**src/verilog/ewl_pkg.sv**
```systemverilog
package ewl_pkg;

  // ------------------------------------------------------------
  // Lock mask bit positions
  // ------------------------------------------------------------
  localparam int SELF_LOCK_BIT            = 15;
  localparam int STD_WP_LOCK_BIT          = 14;
  localparam int TRIM_LOCK_BIT            = 13;
  localparam int VOUT_LOCK_BIT            = 12;
  localparam int VOUT_FAULT_LOCK_BIT      = 11;
  localparam int WARN_LIMIT_LOCK_BIT      = 10;
  localparam int CURRENT_TEMP_FAULT_LOCK_BIT = 9;
  localparam int MARGIN_LOCK_BIT          = 8;
  localparam int OPERATION_LOCK_BIT       = 7;
  localparam int CONFIG_LOCK_BIT          = 6;
  localparam int INPUT_LIMIT_LOCK_BIT     = 5;
  localparam int SEQUENCING_LOCK_BIT      = 4;
  localparam int IDENTITY_DATA_LOCK_BIT   = 3;
  localparam int BOOT_SETTING_LOCK_BIT    = 2;
  localparam int UNLOCK_CODE_LOCK_BIT     = 1;
  localparam int NVM_STORE_LOCK_BIT       = 0;

  localparam int          MASK_W        = 16;
  localparam logic [15:0] MASK_RESET    = 16'h0000;
  localparam logic [15:0] NO_GROUP      = 16'h0000;

  // ------------------------------------------------------------
  // Command codes
  // ------------------------------------------------------------
  localparam logic [7:0] CMD_OPERATION        = 8'h01;
  localparam logic [7:0] CMD_ON_OFF_CFG       = 8'h02;
  localparam logic [7:0] CMD_STD_WP           = 8'h10;
  localparam logic [7:0] CMD_STORE_ALL        = 8'h15;
  localparam logic [7:0] CMD_ALERT_MASK       = 8'h1b;
  localparam logic [7:0] CMD_VOUT_MODE        = 8'h20;
  localparam logic [7:0] CMD_VOUT_SET         = 8'h21;
  localparam logic [7:0] CMD_VOUT_TRIM        = 8'h22;
  localparam logic [7:0] CMD_VOUT_MAX         = 8'h24;
  localparam logic [7:0] CMD_MARGIN_HIGH      = 8'h25;
  localparam logic [7:0] CMD_MARGIN_LOW       = 8'h26;
  localparam logic [7:0] CMD_TRANS_RATE       = 8'h27;
  localparam logic [7:0] CMD_SCALE_LOOP       = 8'h29;
  localparam logic [7:0] CMD_VOUT_MIN         = 8'h2b;
  localparam logic [7:0] CMD_FREQ_SWITCH      = 8'h33;
  localparam logic [7:0] CMD_VIN_ON           = 8'h35;
  localparam logic [7:0] CMD_VIN_OFF          = 8'h36;
  localparam logic [7:0] CMD_PHASE_SETTING_A  = 8'h37;
  localparam logic [7:0] CMD_CAL_GAIN         = 8'h38;
  localparam logic [7:0] CMD_CAL_OFFSET       = 8'h39;
  localparam logic [7:0] CMD_VOUT_OV_FLT      = 8'h40;
  localparam logic [7:0] CMD_VOUT_OV_RSP      = 8'h41;
  localparam logic [7:0] CMD_VOUT_OV_WARN     = 8'h42;
  localparam logic [7:0] CMD_VOUT_UV_WARN     = 8'h43;
  localparam logic [7:0] CMD_VOUT_UV_FLT      = 8'h44;
  localparam logic [7:0] CMD_VOUT_UV_RSP      = 8'h45;
  localparam logic [7:0] CMD_IOUT_OC_FLT      = 8'h46;
  localparam logic [7:0] CMD_IOUT_OC_RSP      = 8'h47;
  localparam logic [7:0] CMD_IOUT_OC_WARN     = 8'h4a;
  localparam logic [7:0] CMD_OT_FLT           = 8'h4f;
  localparam logic [7:0] CMD_OT_RSP           = 8'h50;
  localparam logic [7:0] CMD_OT_WARN          = 8'h51;
  localparam logic [7:0] CMD_VIN_OV_FLT       = 8'h55;
  localparam logic [7:0] CMD_VIN_OV_RSP       = 8'h56;
  localparam logic [7:0] CMD_VIN_OV_WARN      = 8'h57;
  localparam logic [7:0] CMD_VIN_UV_WARN      = 8'h58;
  localparam logic [7:0] CMD_TON_DELAY        = 8'h60;
  localparam logic [7:0] CMD_TON_RISE         = 8'h61;
  localparam logic [7:0] CMD_TON_MAX_FLT      = 8'h62;
  localparam logic [7:0] CMD_TON_MAX_RSP      = 8'h63;
  localparam logic [7:0] CMD_TOFF_DELAY       = 8'h64;
  localparam logic [7:0] CMD_TOFF_FALL        = 8'h65;
  localparam logic [7:0] CMD_MFR_IDENT        = 8'h99;
  localparam logic [7:0] CMD_MFR_MODEL        = 8'h9a;
  localparam logic [7:0] CMD_MFR_REV          = 8'h9b;
  localparam logic [7:0] CMD_MFR_SERIAL       = 8'h9e;
  localparam logic [7:0] CMD_LOOP_COMP        = 8'hd0;
  localparam logic [7:0] CMD_TRANSIENT        = 8'hd1;
  localparam logic [7:0] CMD_TELEMETRY        = 8'hd2;
  localparam logic [7:0] CMD_POWER_STAGE      = 8'hd3;
  localparam logic [7:0] CMD_POWER_GOOD       = 8'hd4;
  localparam logic [7:0] CMD_SYNC_CFG         = 8'hd5;
  localparam logic [7:0] CMD_MISC_OPT         = 8'hd6;
  localparam logic [7:0] CMD_STACK_CFG        = 8'hd7;
  localparam logic [7:0] CMD_STRAP_OVERRIDE   = 8'hd8;
  localparam logic [7:0] CMD_BUS_ADDRESS      = 8'hd9;
  localparam logic [7:0] CMD_SIM_FAULTS       = 8'hda;
  localparam logic [7:0] CMD_UNLOCK_CODE      = 8'hfa;
  localparam logic [7:0] CMD_EXT_LOCK_MASK    = 8'hfb;

endpackage

```
**src/verilog/ewl_cmd_group.sv**
```systemverilog
`timescale 1ns/1ns
`default_nettype none

module ewl_cmd_group
  import ewl_pkg::*;
(
  // Command under test
  input  wire logic [7:0]  cmd_code,
  // Lock group bits of the command; the unlock code command sets two, unlisted codes none
  output logic      [15:0] group_sel
);

  // ------------------------------------------------------------
  // Group decode
  // ------------------------------------------------------------
  function automatic logic [15:0] group_of(input logic [7:0] code);
    logic [15:0] g;
    g = NO_GROUP;
    case (code)
      CMD_EXT_LOCK_MASK, CMD_UNLOCK_CODE:
        g[SELF_LOCK_BIT] = 1'b1;
      CMD_STD_WP:
        g[STD_WP_LOCK_BIT] = 1'b1;
      CMD_VOUT_TRIM, CMD_SCALE_LOOP, CMD_CAL_GAIN, CMD_CAL_OFFSET:
        g[TRIM_LOCK_BIT] = 1'b1;
      CMD_VOUT_MODE, CMD_VOUT_SET:
        g[VOUT_LOCK_BIT] = 1'b1;
      CMD_VOUT_MAX, CMD_VOUT_OV_FLT, CMD_VOUT_OV_RSP, CMD_VOUT_UV_FLT,
      CMD_VOUT_UV_RSP, CMD_VOUT_MIN:
        g[VOUT_FAULT_LOCK_BIT] = 1'b1;
      CMD_VOUT_OV_WARN, CMD_VOUT_UV_WARN, CMD_IOUT_OC_WARN, CMD_OT_WARN,
      CMD_ALERT_MASK:
        g[WARN_LIMIT_LOCK_BIT] = 1'b1;
      CMD_IOUT_OC_FLT, CMD_IOUT_OC_RSP, CMD_OT_FLT, CMD_OT_RSP, CMD_SIM_FAULTS:
        g[CURRENT_TEMP_FAULT_LOCK_BIT] = 1'b1;
      CMD_MARGIN_HIGH, CMD_MARGIN_LOW, CMD_TRANS_RATE:
        g[MARGIN_LOCK_BIT] = 1'b1;
      CMD_OPERATION:
        g[OPERATION_LOCK_BIT] = 1'b1;
      CMD_FREQ_SWITCH, CMD_PHASE_SETTING_A, CMD_LOOP_COMP, CMD_TRANSIENT,
      CMD_TELEMETRY, CMD_POWER_STAGE, CMD_POWER_GOOD, CMD_SYNC_CFG,
      CMD_MISC_OPT, CMD_STACK_CFG:
        g[CONFIG_LOCK_BIT] = 1'b1;
      CMD_VIN_UV_WARN, CMD_VIN_OV_FLT, CMD_VIN_OV_WARN, CMD_VIN_OV_RSP:
        g[INPUT_LIMIT_LOCK_BIT] = 1'b1;
      CMD_TON_DELAY, CMD_TON_RISE, CMD_TON_MAX_FLT, CMD_TON_MAX_RSP,
      CMD_TOFF_DELAY, CMD_TOFF_FALL, CMD_ON_OFF_CFG, CMD_VIN_ON, CMD_VIN_OFF:
        g[SEQUENCING_LOCK_BIT] = 1'b1;
      CMD_MFR_IDENT, CMD_MFR_MODEL, CMD_MFR_REV, CMD_MFR_SERIAL:
        g[IDENTITY_DATA_LOCK_BIT] = 1'b1;
      CMD_STRAP_OVERRIDE, CMD_BUS_ADDRESS:
        g[BOOT_SETTING_LOCK_BIT] = 1'b1;
      CMD_STORE_ALL:
        g[NVM_STORE_LOCK_BIT] = 1'b1;
      default:
        g = NO_GROUP;
    endcase
    // The passkey command is governed by both the self lock and its own bit.
    if (code == CMD_UNLOCK_CODE)
    begin
      g[UNLOCK_CODE_LOCK_BIT] = 1'b1;
    end
    return g;
  endfunction

  assign group_sel = group_of(cmd_code);

endmodule

`default_nettype wire

```
**src/verilog/ewl_ext_cmd_write_protect.sv**
```systemverilog
`timescale 1ns/1ns
`default_nettype none

module ewl_ext_cmd_write_protect
  import ewl_pkg::*;
(
  // Clock and reset
  input  wire logic                sys_clk,
  input  wire logic                resetn,
  // Write request from the command decoder
  input  wire logic                wr_valid,
  input  wire logic [7:0]          wr_code,
  input  wire logic [15:0]         wr_data,
  // Write verdict
  output logic                     wr_accept,
  output logic                     wr_refuse,
  // Protection held by neighbouring logic
  input  wire logic                std_wp_deny,
  input  wire logic                unlock_code_locked,
  input  wire logic                unlock_code_nonzero,
  // Non-volatile memory load and store completion
  input  wire logic                nvm_load,
  input  wire logic [15:0]         nvm_mask,
  input  wire logic                nvm_store_done,
  // Mask state
  output logic      [15:0]         extended_write_lock_mask,
  output logic                     perm_lock
);

  // ------------------------------------------------------------
  // State
  // ------------------------------------------------------------
  logic [15:0] mask_r;
  logic        perm_lock_r;
  logic        store_pending_r;
  logic [15:0] group_sel;
  logic        group_locked;
  logic        self_target;
  logic        store_target;
  logic        code_target;
  logic        unlock_deny;
  logic        perm_nxt;

  ewl_cmd_group u_group
  (
    .cmd_code  (wr_code),
    .group_sel (group_sel)
  );

  // ------------------------------------------------------------
  // Write verdict
  // ------------------------------------------------------------
  assign self_target  = (wr_code == CMD_EXT_LOCK_MASK);
  assign store_target = (wr_code == CMD_STORE_ALL);
  assign code_target  = (wr_code == CMD_UNLOCK_CODE);
  // Every bit acts on its own group only.
  assign group_locked = |(group_sel & mask_r);
  assign unlock_deny  = unlock_code_locked && (self_target || store_target);

  always_comb
  begin
    wr_accept = wr_valid && !group_locked && !std_wp_deny && !unlock_deny;
    if (self_target && perm_lock_r)
    begin
      wr_accept = 1'b0;
    end
    wr_refuse = wr_valid && !wr_accept;
  end

  // ------------------------------------------------------------
  // Mask register
  // ------------------------------------------------------------
  always_ff @(posedge sys_clk)
  begin
    if (!resetn)
    begin
      mask_r <= MASK_RESET;
    end
    else if (nvm_load)
    begin
      mask_r <= nvm_mask;
    end
    else if (wr_accept && self_target)
    begin
      mask_r <= wr_data;
    end
  end

  // ------------------------------------------------------------
  // Permanent lock
  // ------------------------------------------------------------
  // The lock is armed when a store is taken and fires when it completes,
  // so a refused store never locks anything.
  always_ff @(posedge sys_clk)
  begin
    if (!resetn)
    begin
      store_pending_r <= 1'b0;
    end
    else if (wr_accept && store_target)
    begin
      store_pending_r <= 1'b1;
    end
    else if (nvm_store_done)
    begin
      store_pending_r <= 1'b0;
    end
  end

  always_comb
  begin
    perm_nxt = perm_lock_r;
    if (store_pending_r && nvm_store_done)
    begin
      if (mask_r[SELF_LOCK_BIT])
      begin
        perm_nxt = 1'b1;
      end
      if (mask_r[UNLOCK_CODE_LOCK_BIT] && unlock_code_nonzero)
      begin
        perm_nxt = 1'b1;
      end
    end
    // A boot image that already holds either locking state stays locked.
    if (nvm_load && (nvm_mask[SELF_LOCK_BIT]
        || (nvm_mask[UNLOCK_CODE_LOCK_BIT] && unlock_code_nonzero)))
    begin
      perm_nxt = 1'b1;
    end
  end

  always_ff @(posedge sys_clk)
  begin
    if (!resetn)
    begin
      perm_lock_r <= 1'b0;
    end
    else
    begin
      perm_lock_r <= perm_nxt;
    end
  end

  assign extended_write_lock_mask = mask_r;
  assign perm_lock                = perm_lock_r;

  // ------------------------------------------------------------
  // Checks
  // ------------------------------------------------------------
  chk_warn_locked: assert property (@(posedge sys_clk) disable iff (!resetn)
    wr_valid && mask_r[WARN_LIMIT_LOCK_BIT] && (wr_code == CMD_OT_WARN) |-> !wr_accept)
    else $error("warning limit write passed a set lock bit");

  chk_fault_locked: assert property (@(posedge sys_clk) disable iff (!resetn)
    wr_valid && mask_r[CURRENT_TEMP_FAULT_LOCK_BIT] && (wr_code == CMD_SIM_FAULTS)
    |-> wr_refuse)
    else $error("fault simulation write passed a set lock bit");

  chk_operation_open: assert property (@(posedge sys_clk) disable iff (!resetn)
    wr_valid && (wr_code == CMD_OPERATION) && !mask_r[OPERATION_LOCK_BIT] && !std_wp_deny
    |-> wr_accept)
    else $error("operation write refused with lock bit clear");

  chk_code_locked: assert property (@(posedge sys_clk) disable iff (!resetn)
    wr_valid && code_target && mask_r[UNLOCK_CODE_LOCK_BIT] |-> !wr_accept)
    else $error("unlock code write passed a set lock bit");

  chk_store_open: assert property (@(posedge sys_clk) disable iff (!resetn)
    wr_valid && store_target && !mask_r[NVM_STORE_LOCK_BIT] && !std_wp_deny
    && !unlock_code_locked |-> wr_accept)
    else $error("store refused with nothing forbidding it");

  chk_store_locked: assert property (@(posedge sys_clk) disable iff (!resetn)
    wr_valid && store_target && mask_r[NVM_STORE_LOCK_BIT] |-> wr_refuse)
    else $error("store accepted with store lock set");

  chk_mask_write: assert property (@(posedge sys_clk) disable iff (!resetn)
    wr_accept && self_target && !nvm_load |=> mask_r == $past(wr_data))
    else $error("accepted mask write not stored");

  chk_refused_holds: assert property (@(posedge sys_clk) disable iff (!resetn)
    wr_refuse && self_target && !nvm_load |=> $stable(mask_r))
    else $error("refused mask write changed the mask");

  chk_unlock_gate: assert property (@(posedge sys_clk) disable iff (!resetn)
    wr_valid && unlock_code_locked && (self_target || store_target) |-> !wr_accept)
    else $error("mask or store write passed a held unlock code");

  chk_perm_sticky: assert property (@(posedge sys_clk) disable iff (!resetn)
    perm_lock_r |=> perm_lock_r [*3])
    else $error("permanent lock released");

  chk_perm_blocks: assert property (@(posedge sys_clk) disable iff (!resetn)
    perm_lock_r && wr_valid && self_target && !nvm_load |-> wr_refuse ##1 $stable(mask_r))
    else $error("mask writable under permanent lock");

  chk_self_arms: assert property (@(posedge sys_clk) disable iff (!resetn)
    store_pending_r && nvm_store_done && mask_r[SELF_LOCK_BIT] |=> perm_lock_r)
    else $error("stored self lock did not lock permanently");

  chk_load_wins: assert property (@(posedge sys_clk) disable iff (!resetn)
    nvm_load |=> mask_r == $past(nvm_mask))
    else $error("mask did not take the loaded image");

endmodule

`default_nettype wire

```
**config.mk**
```make
export PLATFORM = sky130hd
export DESIGN_NAME = ewl_ext_cmd_write_protect
export DESIGN_NICKNAME = d
export VERILOG_FILES = /design/src/verilog/ewl_pkg.sv /design/src/verilog/ewl_cmd_group.sv /design/src/verilog/ewl_ext_cmd_write_protect.sv
export SDC_FILE = /design/constraint.sdc
export NUM_CORES = 1
export LEC_CHECK = 0
export ABC_CLOCK_PERIOD_IN_PS = 2300
export BUFFER_PORTS_ARGS = -buffer_cell sky130_fd_sc_hd__buf_2
export CAP_MARGIN = 20
export CORE_UTILIZATION = 42
export CTS_CLUSTER_DIAMETER = 40
export DETAILED_ROUTE_END_ITERATION = 7
export PLACE_DENSITY = 0.85
export SLEW_MARGIN = 10
export SYNTH_ARGS = -nofsm -noshare
export SYNTH_HDL_FRONTEND = slang
export SYNTH_HIERARCHICAL = 1
export SYNTH_SLANG_ARGS = --single-unit
```
**constraint.sdc**
```tcl
create_clock -name sys_clk -period 2.3 [get_ports sys_clk]
set_clock_uncertainty 0.05 [all_clocks]
set_input_delay 0.115 -clock sys_clk [delete_from_list [all_inputs] [get_ports sys_clk]]
set_output_delay 0.115 -clock sys_clk [all_outputs]
set_load 0.005 [all_outputs]
```
Yosys cells after proc, flatten, opt, wreduce, memory -nomap -nowiden:

Cells that the tools add are included.

* input bits: 48
* flip-flop bits (word level): 18
* output and inout bits: 19
* logic and storage cells: 124

* mux-type cells: 25
* equal/unequal tests: 59
* reductions and logical operators: 36
* bitwise gates (word level): 1

Operators with widths (number)
* $eq 8x7->1 const B: 22
* $eq 8x8->1 const B: 17
* $eq 8x6->1 const B: 15
* $mux 16: 2
* $eq 8x5->1 const B: 3
* $mux 1: 23
* $and 16x16->16: 1
* $reduce_or 16->1: 1
* $logic_and 1x1->1: 12
* $reduce_or 4->1: 3
* $reduce_or 10->1: 1
* $reduce_or 5->1: 2
* $reduce_or 9->1: 1
* $eq 8x1->1 const B: 1
* $eq 8x2->1 const B: 1
* $reduce_bool 2->1: 3
* $reduce_or 2->1: 3
* $reduce_or 6->1: 1
* $logic_not 1->1: 4
* $reduce_bool 3->1: 1
* $reduce_or 3->1: 1
* $logic_or 1x1->1: 2
* $reduce_and 2->1: 1

Longest topological paths before layout:

* depth after elaboration: 13
* gate-level depth with buffers: 11
* gate-level depth less buffers: 8

Hierarchy:

Netlist, hierarchy kept.

Modules (own cells, without submodules)
* ewl_ext_cmd_write_protect: cells each 113, times used 1, seq. area each 360.3 µm², area each 1072.3 µm²
* ewl_cmd_group: cells each 64, times used 1, seq. area each 0.0 µm², area each 376.6 µm²

Worst setup path before layout:

Ideal clock, no wire load.

* path kind: input-to-reg
* start point: in wr_code[5]
* end point: reg mask_r[10], in the netlist extended_write_lock_mask[10]
* buffers on the path: 3
* required time: 2.134 ns
* setup time: 0.116 ns
* path slack: 0.016 ns
* data arrival time: 2.118 ns
* stages on the path: 11
* path through: buf_4 -> or4b_4 -> or3_1 -> a21oi_2 -> a22oi_1 -> nand4_1 -> nor4_4 -> or2_1 -> buf_6 -> buf_12 -> o211a_1

* cells in the longest elaborated chain, start to end: 12
* elaborated cells between the ends (all ways): 100
* classes of those cells: eq/ne: 59; mux: 17; bitwise: 1; reduce/logical: 23

RTL lines
* start: declaration: RTL line ewl_ext_cmd_write_protect.sv:12 `input wire logic [7:0] wr_code,`
* $eq 8x6->1: RTL line ewl_cmd_group.sv:19 `case (code)`
* $reduce_or 4->1 *: RTL line ewl_cmd_group.sv:19
* $mux 1 *: RTL line ewl_cmd_group.sv:19
* via group_sel[13]: RTL line ewl_ext_cmd_write_protect.sv:36 `logic [15:0] group_sel;`
* $and 16x16->16 *: RTL line ewl_ext_cmd_write_protect.sv:57 `assign group_locked = |(group_sel & mask_r);`
* $reduce_or 16->1 *: RTL line ewl_ext_cmd_write_protect.sv:57
* $logic_not 1->1 *: RTL line ewl_ext_cmd_write_protect.sv:62 `wr_accept = wr_valid && !group_locked && !std_wp_deny && !unlock_deny;`
* $logic_and 1x1->1 * (3 in a row): RTL line ewl_ext_cmd_write_protect.sv:62
* $mux 1 *: RTL line ewl_ext_cmd_write_protect.sv:63 `if (self_target && perm_lock_r)`
* $logic_and 1x1->1 *: RTL line ewl_ext_cmd_write_protect.sv:83 `else if (wr_accept && self_target)`
* $reduce_bool 2->1 (no line) *
* end signal: assignment: RTL line ewl_ext_cmd_write_protect.sv:81 `mask_r <= nvm_mask;`
* end signal: assignment: RTL line ewl_ext_cmd_write_protect.sv:85 `mask_r <= wr_data;`
* end: declaration: RTL line ewl_ext_cmd_write_protect.sv:33 `logic [15:0] mask_r;`

The timed path passes the listed nets; every way through them passes the cells marked *.
A chain may end at the register's enable or synchronous reset.

Final worst setup path:

* start point: in wr_code[6]
* end point: out wr_refuse

* cells in the longest elaborated chain, start to end: 12
* elaborated cells between the ends (all ways): 100
* classes of those cells: eq/ne: 59; mux: 17; bitwise: 1; reduce/logical: 23

RTL lines
* $eq 8x6->1 or $eq 8x7->1 (tied branches): RTL line ewl_cmd_group.sv:19
* $reduce_or 6->1 *: RTL line ewl_cmd_group.sv:19
* $mux 1 *: RTL line ewl_cmd_group.sv:19
* via group_sel[11]: RTL line ewl_ext_cmd_write_protect.sv:36
* $and 16x16->16 *: RTL line ewl_ext_cmd_write_protect.sv:57
* $reduce_or 16->1 *: RTL line ewl_ext_cmd_write_protect.sv:57
* $logic_not 1->1 *: RTL line ewl_ext_cmd_write_protect.sv:62
* $logic_and 1x1->1 * (3 in a row): RTL line ewl_ext_cmd_write_protect.sv:62
* $mux 1 *: RTL line ewl_ext_cmd_write_protect.sv:63
* $logic_not 1->1 *: RTL line ewl_ext_cmd_write_protect.sv:67 `wr_refuse = wr_valid && !wr_accept;`
* $logic_and 1x1->1 *: RTL line ewl_ext_cmd_write_protect.sv:67
* end: declaration: RTL line ewl_ext_cmd_write_protect.sv:16 `output logic wr_refuse,`

Marks and branches as above.

==> results.sh <==
export IMPL_drc=0
export IMPL_port_buffers=66
export IMPL_syn_nets=225
export IMPL_rows=20
export IMPL_period_share=0.978
export IMPL_async_flop_share=0
export IMPL_worstRegToRegCells=7
export IMPL_hold_depth=3
export IMPL_antenna_left=0
export IMPL_drive_gt1_frac=0.399
export IMPL_syn_area_per_cell_sq_um=8.19
export IMPL_synth_top_area_cell="dfxtp_1"
export IMPL_ir_worst_vdd_v=0.000435
export IMPL_multiInputGateArea_sq_um=1020
export IMPL_min_from="nvm_store_done"
export IMPL_max_freq_ghz=0.445
export IMPL_end_kind="output port"
export IMPL_p_per_area_nw_per_um2=391
export IMPL_stdcell_count=297
export IMPL_path_delay_family="compound AO/OA/AOI/OAI gates"
export IMPL_yosysSeqAreaShare=0.249
export IMPL_synth_most_common_cell="dfxtp_1"
export IMPL_grt_max_degree=35
export IMPL_routed_via_density=5.78
export IMPL_fin_area_sq_um=1980
export IMPL_die_y_microns=60.7
export IMPL_cts_buffer_depth=2
export IMPL_synthTopCellsByCount="dfxtp_1 (18), mux2i_1 (16), o211a_1 (16)"
export IMPL_regArea_sq_um=360
export IMPL_synth_ff_type="dfxtp_1"
export IMPL_firstDrtPassIters=4
export IMPL_num_antenna_cells=0
export IMPL_crit_chain="buf_4 -> nor4b_1 -> buf_4 -> o21bai_1 -> a31o_2 -> a22oi_2 -> nand4_1 -> nor3_2 -> buf_4 -> nand2_1 -> o21a_1 -> buf_2"
export IMPL_cts_made_buffers=3
export IMPL_hold_buffers=0
export IMPL_setup_violations=0
export IMPL_p_leak_nw=1.03
export IMPL_grt_pass1_vias=1473
export IMPL_fin_crit_ps=2250
export IMPL_worstPathArrival_ps=2080
export IMPL_grt_total_usage=0.235
export IMPL_max_stage_delay_ps=270
export IMPL_h_tree_depth=1
export IMPL_crit_type="in -> out"
export IMPL_core_area_sq_um=3150
export IMPL_via_count=1717
export IMPL_required_ps=2130
export IMPL_synth_edf_count=0
export IMPL_hp_class="in -> reg"
export IMPL_startpoint_type="input port"
export IMPL_finalMaxSlewViolations=0
export IMPL_overflow=0
export IMPL_synthTopCellsByArea="dfxtp_1 (25%), mux2i_1 (11%), o211a_1 (11%)"
export IMPL_worstHoldEndpoint="store_pending_r"
export IMPL_cts_reportedPaths_clkPinSlew_ps=100
export IMPL_fin_nets=302
export IMPL_initialDrtViolationCount=110
export IMPL_reg2reg_slack_ps=550
export IMPL_r2r_end="extended_write_lock_mask[5]"
export IMPL_max_cap_violations=0
export IMPL_syn_instance_count=177
export IMPL_cp_num_buf_inv=4
export IMPL_antenna_found_initial=0
export IMPL_clock_sinks=18
export IMPL_initial_core_util=0.460
export IMPL_grt_first_pass_wirelength_mm=6.53
export IMPL_floorplan_die_area_sq_um=3690
export IMPL_fillCellCount=300
export IMPL_wl_per_cell_microns=14.1
export IMPL_cts_root_buf="clkbuf_4"
export IMPL_dp_hpwl_mm=3.19
export IMPL_area_growth_pct=36.7
export IMPL_place_area_sq_um=1880
export IMPL_synth_area_sq_um=1450
export IMPL_reg2reg_from="extended_write_lock_mask[4]"
export IMPL_outcome="finished, final reports clean"
export IMPL_synthDistinctLibCells=48
export IMPL_drt_total_wl_mm=4.19
export IMPL_hold_viol=0
export IMPL_clock_latency_ps=290
export IMPL_worst_path_most_repeated_cell="buf_4"
export IMPL_synth_top_area_frac=0.249
export IMPL_worst_pin_slew_ps=687
export IMPL_synth_seq_cells=18
export IMPL_gp_congestion=0.869
export IMPL_crit_fanout=9
export IMPL_die_width_microns=60.7
export IMPL_cts_tree="yes"
export IMPL_place_inst=290
export IMPL_whs_ps=58.6
export IMPL_ys_warn_count=6
export IMPL_slowest_stage="nor3_2"
export IMPL_slew_limit_headroom=0.542
export IMPL_io_pins=67
sequential cells by signal, indices dropped and copies added, names as in the netlist:
name                      count
store_pending_r               1
perm_lock                     1
extended_write_lock_mask     16
metrics by stage:
step | setup WS (ps) | total power, mW | TNS [ps] | utilization
after global routing | -113 | 0.821 | -146 | 0.628
after global placement | 20.9 | 0.570 | 0 | 0.596
after CTS | 45.9 | 0.766 | 0 | 0.608
after floorplan | 15.5 | 0.471 | 0 | -
after detailed placement | -32.1 | 0.574 | -323 | 0.596
final | 50.7 | 0.775 | 0 | 0.628
kinds of logic after synthesis:
| kind of cell | synth area share |
|---|---|
| compound gates | 0.301 |
| buf+inv | 0.0648 |
| flops | 0.249 |
| mux | 0.111 |
| simple gates | 0.275 |
worst min-delay path, delay by kind of cell:
family	cells	cell delay [ps]
buffers and inverters	1	90
AOI/OAI and AO/OA	1	70
and+or+nand+nor	1	90
cell type report:
cell class | count | share of cell area
flip-flops and latches | 18 | 0.182
multi-input cells | 142 | 0.514
inverters | 3 | 0.00569
clock buffers | 4 | 0.0183
repair buffers | 86 | 0.252
well taps | 44 | 0.0278
metal layers:
metal	wire [microns]	up-vias	track usage
met2	1920	94	0.391
met1	1830	784	0.316
met5	0	-	0
met4	41	0	0.0390
li1	-	831	-
met3	399	8	0.0533
report_power, final:
part | internal [mW] | switching [mW]
logic | 0.117 | 0.108
clock network | 0.0965 | 0.0979
registers | 0.334 | 0.0221
repair_timing:
| action | CTS | global route |
|---|---|---|
| endpoints found under the setup margin | 0 | 2 |
| buffers inserted | 0 | 3 |
| resized for setup | 0 | 12 |
worst max-delay path by stage:
stage                    start                           end  cells after the start
global placement    wr_code[4]   extended_write_lock_mask[3]                     10
floorplan           wr_code[5]  extended_write_lock_mask[10]                     11
global route        wr_code[6]                     wr_refuse                     12
detailed placement  wr_code[4]   extended_write_lock_mask[6]                     11
CTS                 wr_code[4]                     wr_refuse                     13
finish              wr_code[6]                     wr_refuse                     12
layout by cell type, fill, tap and decap left out, types with 2 or more instances in the layout:
master     n
o211ai_1   3
nor2_1    12
mux2i_1   16
clkbuf_4   4
o21ai_0   13
and3_1     2
nand3_1    2
inv_1      3
a21oi_1    6
o21ai_1    3
nor2b_1    5
and4b_1    2
buf_4     19
buf_2     63
a22oi_1    5
nand2b_1   5
buf_6      3
and4_1     2
dfxtp_1   18
nand4_1    4
nand2_1   15
nand4b_1   2
o21a_1     2
nor4_1     3
o211a_1   16
Note: power is estimated with default switching activity, not from simulation.
